[src/analog_comparator_dac_control_pkg.sv]
// Purpose: Shared constants and carrier types for the comparator bank control.
// Assumes: One instruction cycle equals one clk period at 50 MHz.
// Notes: Register offsets are word indices on the plain register port.
package analog_comparator_dac_control_pkg;

  localparam int NUM_COMP = 4;
  localparam int ADDR_W = 4;
  localparam int DATA_W = 16;
  localparam int DAC_W = 10;
  localparam int DAC_FULL_SCALE = 1024;

  localparam logic [ADDR_W-1:0] ADDR_CTRL_BASE = 4'h0;
  localparam logic [ADDR_W-1:0] ADDR_DAC_BASE = 4'h4;
  localparam logic [ADDR_W-1:0] ADDR_INT_STATUS = 4'h8;
  localparam logic [ADDR_W-1:0] ADDR_INT_MASK = 4'h9;

  localparam int CTRL_ENABLE_BIT = 15;
  localparam int CTRL_STOP_IDLE_BIT = 13;
  localparam int CTRL_DAC_PIN_BIT = 8;
  localparam int CTRL_INSEL_MSB = 7;
  localparam int CTRL_INSEL_LSB = 6;
  localparam int CTRL_EXTERNAL_REFERENCE_SELECT_BIT = 5;
  localparam int CTRL_STATE_BIT = 3;
  localparam int CTRL_POL_BIT = 1;
  localparam int CTRL_RANGE_BIT = 0;

  localparam logic [DATA_W-1:0] CTRL_WRITE_MASK = 16'hA1E3;
  localparam logic [DATA_W-1:0] DAC_WRITE_MASK = 16'h03FF;
  localparam logic [DATA_W-1:0] CTRL_RESET = 16'h0000;
  localparam logic [DAC_W-1:0] DAC_RESET = 10'h000;
  localparam logic [NUM_COMP-1:0] INT_RESET = 4'h0;

  localparam int CLK_PERIOD_NS = 20;
  localparam int INSTR_CYCLE_NS = 20;
  // Glitch filter span in instruction cycles, converted to clocks
  localparam int GLITCH_INSTR_CYCLES = 2;
  localparam int GLITCH_CLKS = (GLITCH_INSTR_CYCLES * INSTR_CYCLE_NS + CLK_PERIOD_NS - 1)
                               / CLK_PERIOD_NS;
  localparam logic [1:0] GLITCH_CNT_LAST = 2'(GLITCH_CLKS - 1);

  typedef enum logic [1:0] {
    INPUT_A = 2'h0,
    INPUT_B = 2'h1,
    INPUT_C = 2'h2,
    INPUT_D = 2'h3
  } input_sel_t;

  typedef enum logic [1:0] {
    REF_HALF_AVDD = 2'h0,
    REF_INTERNAL = 2'h1,
    REF_EXTERNAL = 2'h2
  } ref_sel_t;

  typedef struct packed {
    logic enable;
    input_sel_t inputSelect;
    ref_sel_t refSelect;
    logic [DAC_W-1:0] dacValue;
    logic dacPinEnable;
  } comp_cfg_t;

endpackage
[src/analog_comparator_dac_control.sv]
// Purpose: Control, glitch filter and event pulses for a bank of comparators.
// Assumes: compRaw, idleMode and sleepMode are synchronous to clk.
// Notes: wakeRequest is the only output not taken from a flip-flop.
//
// Implementation choices: the plain strobed port and the placing of the registers.
`timescale 1ns/1ns
module analog_comparator_dac_control
  import analog_comparator_dac_control_pkg::*;
(
  input wire logic clk,
  input wire logic rst_n,
  input wire logic [ADDR_W-1:0] regAddr,
  input wire logic [DATA_W-1:0] regWdata,
  input wire logic regWrite,
  input wire logic regRead,
  output logic [DATA_W-1:0] regRdata,
  input wire logic [NUM_COMP-1:0] compRaw,
  input wire logic idleMode,
  input wire logic sleepMode,
  output comp_cfg_t compCfg [NUM_COMP],
  output logic [NUM_COMP-1:0] compConditioned,
  output logic [NUM_COMP-1:0] compTrigger,
  output logic [NUM_COMP-1:0] wakeRequest,
  output logic irq
);

  logic [DATA_W-1:0] ctrl_reg [NUM_COMP];
  logic [DAC_W-1:0] dac_reg [NUM_COMP];
  logic [1:0] cnt_reg [NUM_COMP];
  logic [1:0] cnt_next [NUM_COMP];
  comp_cfg_t cfg_reg [NUM_COMP];
  logic [DATA_W-1:0] ctrlView [NUM_COMP];
  ref_sel_t refSel [NUM_COMP];
  logic [NUM_COMP-1:0] status_reg;
  logic [NUM_COMP-1:0] status_next;
  logic [NUM_COMP-1:0] mask_reg;
  logic [NUM_COMP-1:0] filt_reg;
  logic [NUM_COMP-1:0] filt_next;
  logic [NUM_COMP-1:0] pulse_reg;
  logic [NUM_COMP-1:0] pulse_next;
  logic [NUM_COMP-1:0] active;
  logic [NUM_COMP-1:0] polRaw;
  logic [NUM_COMP-1:0] diff;
  logic [NUM_COMP-1:0] flip;
  logic [NUM_COMP-1:0] stopIdle;
  logic [NUM_COMP-1:0] hitCtrl;
  logic [NUM_COMP-1:0] hitDac;
  logic [NUM_COMP-1:0] statusClr;
  logic [DATA_W-1:0] rdata_reg;
  logic [DATA_W-1:0] rdata_next;
  logic irq_reg;

  wire lowPower = idleMode | sleepMode;
  wire anyStopIdle = |stopIdle;
  wire hitStatus = regAddr == ADDR_INT_STATUS;
  wire hitMask = regAddr == ADDR_INT_MASK;

  // W1C, and a new event in the same cycle wins over the clear
  assign statusClr = (regWrite & hitStatus) ? regWdata[NUM_COMP-1:0] : INT_RESET;
  assign status_next = (status_reg & ~statusClr) | pulse_next;

  genvar i;
  generate
    for (i = 0; i < NUM_COMP; i++) begin : g_comp
      assign hitCtrl[i] = regAddr == (ADDR_CTRL_BASE + ADDR_W'(i));
      assign hitDac[i] = regAddr == (ADDR_DAC_BASE + ADDR_W'(i));
      assign stopIdle[i] = ctrl_reg[i][CTRL_STOP_IDLE_BIT];
      assign active[i] = ctrl_reg[i][CTRL_ENABLE_BIT] & ~(idleMode & anyStopIdle);
      assign polRaw[i] = active[i] & (compRaw[i] ^ ctrl_reg[i][CTRL_POL_BIT]);
      assign diff[i] = polRaw[i] != filt_reg[i];
      // flip only after a full filter span of disagreement
      assign flip[i] = diff[i] & (cnt_reg[i] == GLITCH_CNT_LAST);
      // low power takes the unfiltered value
      assign filt_next[i] = !active[i] ? 1'b0 : (lowPower ? polRaw[i] : filt_reg[i] ^ flip[i]);
      assign cnt_next[i] = (!active[i] | lowPower | !diff[i] | flip[i]) ? 2'h0
                           : 2'(cnt_reg[i] + 2'h1);
      // single cycle pulse on rising conditioned output
      assign pulse_next[i] = filt_next[i] & ~filt_reg[i];
      // unclocked wake path while the clock may be stopped
      assign wakeRequest[i] = lowPower & polRaw[i];
      assign refSel[i] = ctrl_reg[i][CTRL_EXTERNAL_REFERENCE_SELECT_BIT] ? REF_EXTERNAL
                         : (ctrl_reg[i][CTRL_RANGE_BIT] ? REF_HALF_AVDD : REF_INTERNAL);
      // live state folded into the read view
      assign ctrlView[i] = ctrl_reg[i] | (DATA_W'(polRaw[i]) << CTRL_STATE_BIT);

      always_ff @(posedge clk) begin
        if (!rst_n) begin
          ctrl_reg[i] <= CTRL_RESET;
        end else if (regWrite && hitCtrl[i]) begin
          ctrl_reg[i] <= regWdata & CTRL_WRITE_MASK;
        end
      end

      always_ff @(posedge clk) begin
        if (!rst_n) begin
          dac_reg[i] <= DAC_RESET;
        end else if (regWrite && hitDac[i]) begin
          dac_reg[i] <= regWdata[DAC_W-1:0] & DAC_WRITE_MASK[DAC_W-1:0];
        end
      end

      always_ff @(posedge clk) begin
        if (!rst_n) begin
          cnt_reg[i] <= 2'h0;
        end else begin
          cnt_reg[i] <= cnt_next[i];
        end
      end

      always_ff @(posedge clk) begin
        if (!rst_n) begin
          cfg_reg[i] <= '0;
        end else begin
          cfg_reg[i].enable <= active[i];
          cfg_reg[i].inputSelect <= input_sel_t'(ctrl_reg[i][CTRL_INSEL_MSB:CTRL_INSEL_LSB]);
          cfg_reg[i].refSelect <= refSel[i];
          cfg_reg[i].dacValue <= dac_reg[i];
          // pin enables passed as written while active; exclusivity is software's job
          cfg_reg[i].dacPinEnable <= active[i] & ctrl_reg[i][CTRL_DAC_PIN_BIT];
        end
      end

      assign compCfg[i] = cfg_reg[i];

    end
  endgenerate

  always_comb begin
    rdata_next = '0;
    for (int k = 0; k < NUM_COMP; k++) begin
      if (hitCtrl[k]) begin
        rdata_next = ctrlView[k];
      end
      if (hitDac[k]) begin
        rdata_next = {{(DATA_W-DAC_W){1'b0}}, dac_reg[k]};
      end
    end
    if (hitStatus) begin
      rdata_next = {{(DATA_W-NUM_COMP){1'b0}}, status_reg};
    end
    if (hitMask) begin
      rdata_next = {{(DATA_W-NUM_COMP){1'b0}}, mask_reg};
    end
    if (!regRead) begin
      rdata_next = '0;
    end
  end

  always_ff @(posedge clk) begin
    if (!rst_n) begin
      rdata_reg <= '0;
    end else begin
      rdata_reg <= rdata_next;
    end
  end

  always_ff @(posedge clk) begin
    if (!rst_n) begin
      filt_reg <= '0;
      pulse_reg <= '0;
    end else begin
      filt_reg <= filt_next;
      pulse_reg <= pulse_next;
    end
  end

  // sticky event status feeding the interrupt
  always_ff @(posedge clk) begin
    if (!rst_n) begin
      status_reg <= INT_RESET;
    end else begin
      status_reg <= status_next;
    end
  end

  always_ff @(posedge clk) begin
    if (!rst_n) begin
      mask_reg <= INT_RESET;
    end else if (regWrite && hitMask) begin
      mask_reg <= regWdata[NUM_COMP-1:0];
    end
  end

  always_ff @(posedge clk) begin
    if (!rst_n) begin
      irq_reg <= 1'b0;
    end else begin
      irq_reg <= |(status_next & mask_reg);
    end
  end

  assign regRdata = rdata_reg;
  assign compConditioned = filt_reg;
  assign compTrigger = pulse_reg;
  assign irq = irq_reg;
endmodule

[config.mk]
export PLATFORM = sky130hd
export DESIGN_NAME = analog_comparator_dac_control
export DESIGN_NICKNAME = d
export VERILOG_FILES = /design/src/analog_comparator_dac_control_pkg.sv /design/src/analog_comparator_dac_control.sv
export SDC_FILE = /design/constraint.sdc
export NUM_CORES = 1
export LEC_CHECK = 0
export CAP_MARGIN = 20
export CORE_MARGIN = 2
export CORE_UTILIZATION = 50
export DETAILED_ROUTE_END_ITERATION = 8
export DONT_BUFFER_PORTS = 1
export PLACE_DENSITY = 0.61
export SETUP_SLACK_MARGIN = 0.4
export SYNTH_ARGS = -nofsm -noshare
export SYNTH_HDL_FRONTEND = slang
export SYNTH_SLANG_ARGS = --single-unit
[constraint.sdc]
create_clock -name clk -period 2.7 [get_ports clk]
set_input_delay 0.54 -clock clk [delete_from_list [all_inputs] [get_ports clk]]
set_output_delay 0.54 -clock clk [all_outputs]
set_load 0.02 [all_outputs]
# Word-level counts from Yosys, hierarchy flattened
# Memory sizes are Yosys's and may differ from the RTL's.
# Index checks and enable logic that the tools add are counted.
[word_totals] register_bits=33 elab_cells=239 out_inout_bits=93 ramBits=144 inputBits=30 mem_count=4
[memory_table] memory="cfg_reg" words=4 word_bits=16 read_ports=4 rd_clocked_by_memory_dff=0 wr=4 line="analog_comparator_dac_control.sv:31" rtl="comp_cfg_t cfg_reg [NUM_COMP];"
[memory_table] memory="dac_reg" words=4 word_bits=10 read_ports=4 rd_clocked_by_memory_dff=0 wr=4 line="analog_comparator_dac_control.sv:28" rtl="logic [DAC_W-1:0] dac_reg [NUM_COMP];"
[memory_table] memory="ctrl_reg" words=4 word_bits=8 read_ports=4 rd_clocked_by_memory_dff=0 wr=4 line="analog_comparator_dac_control.sv:27" rtl="logic [DATA_W-1:0] ctrl_reg [NUM_COMP];"
[memory_table] memory="cnt_reg" words=4 word_bits=2 read_ports=4 rd_clocked_by_memory_dff=0 wr=4 line="analog_comparator_dac_control.sv:29" rtl="logic [1:0] cnt_reg [NUM_COMP];"
[classes] n_reduce_logical=23 n_mux=89 n_eq_ne=17 n_bitwise=94 addsub=4
[op_table] cell="2-to-1 mux 16 bit" count=7
[op_table] cell="2-to-1 mux 10 bit" count=9
[op_table] cell="bitwise OR 16 x 4 -> 16 bit" count=4
[op_table] cell="2-to-1 mux 1 bit" count=46
[op_table] cell="bitwise OR 1 bit" count=45
[op_table] cell="2-to-1 mux 2 bit" count=20
[op_table] cell="2-to-1 mux 8 bit" count=4
[op_table] cell="bitwise AND 1 bit" count=26
[op_table] cell="equality test 4 x 3 -> 1 bit (second input constant)" count=4
[op_table] cell="2-to-1 mux 4 bit" count=3
[op_table] cell="OR reduction 4 bit" count=3
[op_table] cell="logical AND 1 bit" count=9
[op_table] cell="adder 2 x 1 -> 2 bit (second input constant)" count=4
[op_table] cell="bitwise AND 4 bit" count=2
[op_table] cell="equality test 2 x 1 -> 1 bit (second input constant)" count=4
[op_table] cell="equality test 4 x 2 -> 1 bit (second input constant)" count=2
[op_table] cell="equality test 4 bit (second input constant)" count=2
[op_table] cell="zero test 1 bit" count=8
[op_table] cell="XOR 1 bit" count=8
[op_table] cell="inverter 1 bit" count=7
[op_table] cell="OR reduction 5 bit" count=1
[op_table] cell="equality test 4 x 1 -> 1 bit (second input constant)" count=1
[op_table] cell="zero test 4 bit" count=1
[op_table] cell="!= test 1 bit" count=4
[op_table] cell="3 further kinds" count=3

# Logic depth before layout (Yosys ltp)
# An unclocked memory read counts as a cell.
[logic_depth] ltp_word=17 mapped_depth=7

# Worst setup path before layout
# No wires, ideal clock.
[synth_path] path_kind="input -> register" start="input regAddr[2]" end="memory dac_reg[3][0], enable pin" required_ps=2309 path_slack_ps=342 stages=5 setup_time_ps=391 t_arrival_ps=1967 path_cell_list="buf_4 inv_2 nor2_1 nand3_1 o21ai_0"
[synth_lines] element="start, declared" line="analog_comparator_dac_control.sv:12" rtl="input wire logic [ADDR_W-1:0] regAddr,"
[synth_lines] element="end, declared" line="analog_comparator_dac_control.sv:28"

==> results.cfg <==
[run_status]
run_status = completed

[sta]
final.setup.tns_ps = 0
period_share = 0.865
slew_viol_final = 0
setup-violations-final = 0
relSlewSlack = 0.541
worstMarginPinSlew_ps = 687
max_freq_mhz = 428
hold_viol = 0
rsz0062_at_grt = true
period_needed_ps = 2340
clock-skew-final_ps = 5.87

[clock_network]
path_clk_slew_ps = 60
root_buffer = clkbuf_16
cts_made_buffers = 17
clkLatencyLatePin_ps = 430
h-tree-depth = 4
max-clock-path-buffers = 2
cts_tree = yes
clock_sinks = 173

[synth]
synth_top_family_by_area = simple AND/OR/NAND/NOR gates
synth_cells = 567
synth-edff-count = 72
ys_ff_latch = 173
synthAdderAreaFrac = 0.00740
synth_compound_area_frac = 0.0592
ys_warn_count = 0
synthXorXnorAreaFrac = 0.0104
muxShareOfSynthArea = 0.0505
yosysSeqAreaShare = 0.618
yosys.area_share.simple = 0.222
ys_types = 62
synth-main-ff-cell = dfxtp_1
synth_area_sq_um = 6770
syn_avg_cell_area_sq_um = 11.9
async_reset_ff_frac = 0

[pwr]
power_frac_seq = 0.531
vdd_drop_max_mv = 0.420
clkPwrFrac = 0.414
p_int_mw = 4.32
power_density_nw_per_um2 = 747
switchingPower_mw = 1.35
comb_power_share = 0.056
switching_share = 0.238
leakage_nw = 2.87

[routing]
postRouteWirelength_um = 16100
first_pass_iters = 5
wl_per_cell_um = 20.9
ant_nets = 0
drt_iter0_drc = 310
drc = 0
vias = 4294
vias_per_cell = 5.59

[die]
die_x_um = 120
boundaryPins = 123
rows = 42
design.core.area_sq_um = 13200
start_util = 0.511
die_y_um = 120
die-area_sq_um = 14500

[critical_path]
critPathSlowestCell = edfxtp_1
cp_num_buf_inv = 1
end_kind = primary output
critPathKind = flop to primary output
crit_required_ps = 2160
cp_cell_sequence = o41ai_4, buf_6, nand3b_1, nor2_4
cp_max_fo = 6
worstPathArrival_ps = 1800
critPathTopFamily = flip-flops
start_kind = flop
cp_slowest_stage_delay_ps = 430

[global_route]
grt_pass1_wl_um = 24600
grt_pass1_vias = 4217
antenna_found_initial = 0
overflow = 0
grt_use_total = 0.231
grt_start_max_net_pins = 68

[run]
drv_cap = 0

[final_layout]
num-nets-final = 613
largest_reg_flops = 64
final_util = 0.574
drive_gt1_frac = 0.144
synthToLayoutAreaGrowth_pct = 12.3
num_antenna_cells = 0

[place]
gp_congestion = 0.866
numPortBuffers = 0
hpwl_um = 11100

[hold_path]
hp-class = primary input to flop
==> repair_timing <==
item                       4_1_cts  5_1_grt
hold buffers                     0        0
setup endpoints to repair        4        4
pin swaps                        4        4
buffers inserted                 4        0
gates resized for setup         12        0
==> routing by layer <==
| layer | routed length (um) | GRT usage | share of wire | vias up |
|---|---|---|---|---|
| met5 | 0 | 0 | 0 | - |
| met4 | 242 | 0.0719 | 0.015 | 0 |
| met3 | 1230 | 0.0689 | 0.077 | 20 |
| met2 | 7380 | 0.348 | 0.46 | 181 |
| met1 | 7210 | 0.323 | 0.45 | 2102 |
| li1 | - | - | - | 1991 |
==> synthesized netlist by cell type, types with 8 or more instances <==
cell type / count / area (sq um)
and2_1: 125 / 782
nor3_1: 14 / 70.1
edfxtp_1: 72 / 2160
clkbuf_1: 9 / 33.8
inv_1: 15 / 56.3
dfxtp_1: 101 / 2020
a21oi_1: 11 / 55.1
o22ai_1: 8 / 50.1
nand2_1: 24 / 90.1
nor2_1: 42 / 158
mux4_2: 8 / 180
o21ai_0: 10 / 50.1
mux2i_1: 9 / 90.1
nand3_1: 12 / 60.1
==> placed cells by master, fill, tap and decap left out, types with 10 or more instances in the layout <==
master,n
a21oi_1,11
and2_1,125
buf_4,14
clkbuf_16,18
dfxtp_1,101
edfxtp_1,72
inv_1,15
nand2_1,24
nand3_1,10
nor2_1,38
nor3_1,14
==> layout make-up <==
type / instances / area (sq um)
Fill cell: 1149 / 5640
Sequential cell: 173 / 4180
Multi-Input combinational cell: 355 / 2430
Clock buffer: 19 / 454
Tap cell: 176 / 220
Timing Repair Buffer: 16 / 136
Clock inverter: 13 / 116
Inverter: 16 / 60.1
==> stage by stage <==
stage / setup WS (ps) / power [mW] / instances / area [sq um] / hold slack (ps)
2_1_floorplan: 484 / 3.30 / 570 / 6780 / 398
3_3_place_gp: 513 / 3.36 / 732 / 6940 / 406
3_5_place_dp: 480 / 3.36 / 732 / 6940 / 413
4_1_cts: 337 / 5.71 / 768 / 7600 / 190
5_1_grt: 309 / 5.85 / 768 / 7600 / 192
6_report: 364 / 5.67 / 768 / 7600 / 204
==> path summary, 6_finish.rpt <==
kind | startpoint | end | slack (ps) | cells past startpoint
max reg2reg | ctrl_reg[2][6] | regRdata[3] | 800 | 7
max | ctrl_reg[2][6] | wakeRequest[1] | 360 | 4
min reg2reg | cnt_reg[3][0] | cnt_reg[3][0] | 420 | 1
min | regAddr[3] | regRdata[13] | 200 | 1
==> logic make-up after synthesis <==
logic type	after synthesis
flops	173
simple gates	262
fa+ha+maj	4
buf+inv	42
mux	22
other cells	1
xor+xnor	8
compound gates	55
==> power by group through the flow <==
| stage | Combinational (mW) | Sequential, mW | Clock, mW |
|---|---|---|---|
| floorplan | 0.265 | 3.03 | 0 |
| global placement | 0.292 | 3.07 | 0 |
| detailed placement | 0.295 | 3.07 | 0 |
| CTS | 0.317 | 3.01 | 2.38 |
| global route | 0.347 | 3.02 | 2.48 |
| finish | 0.317 | 3.01 | 2.35 |
(Power assumes the default switching activity.)
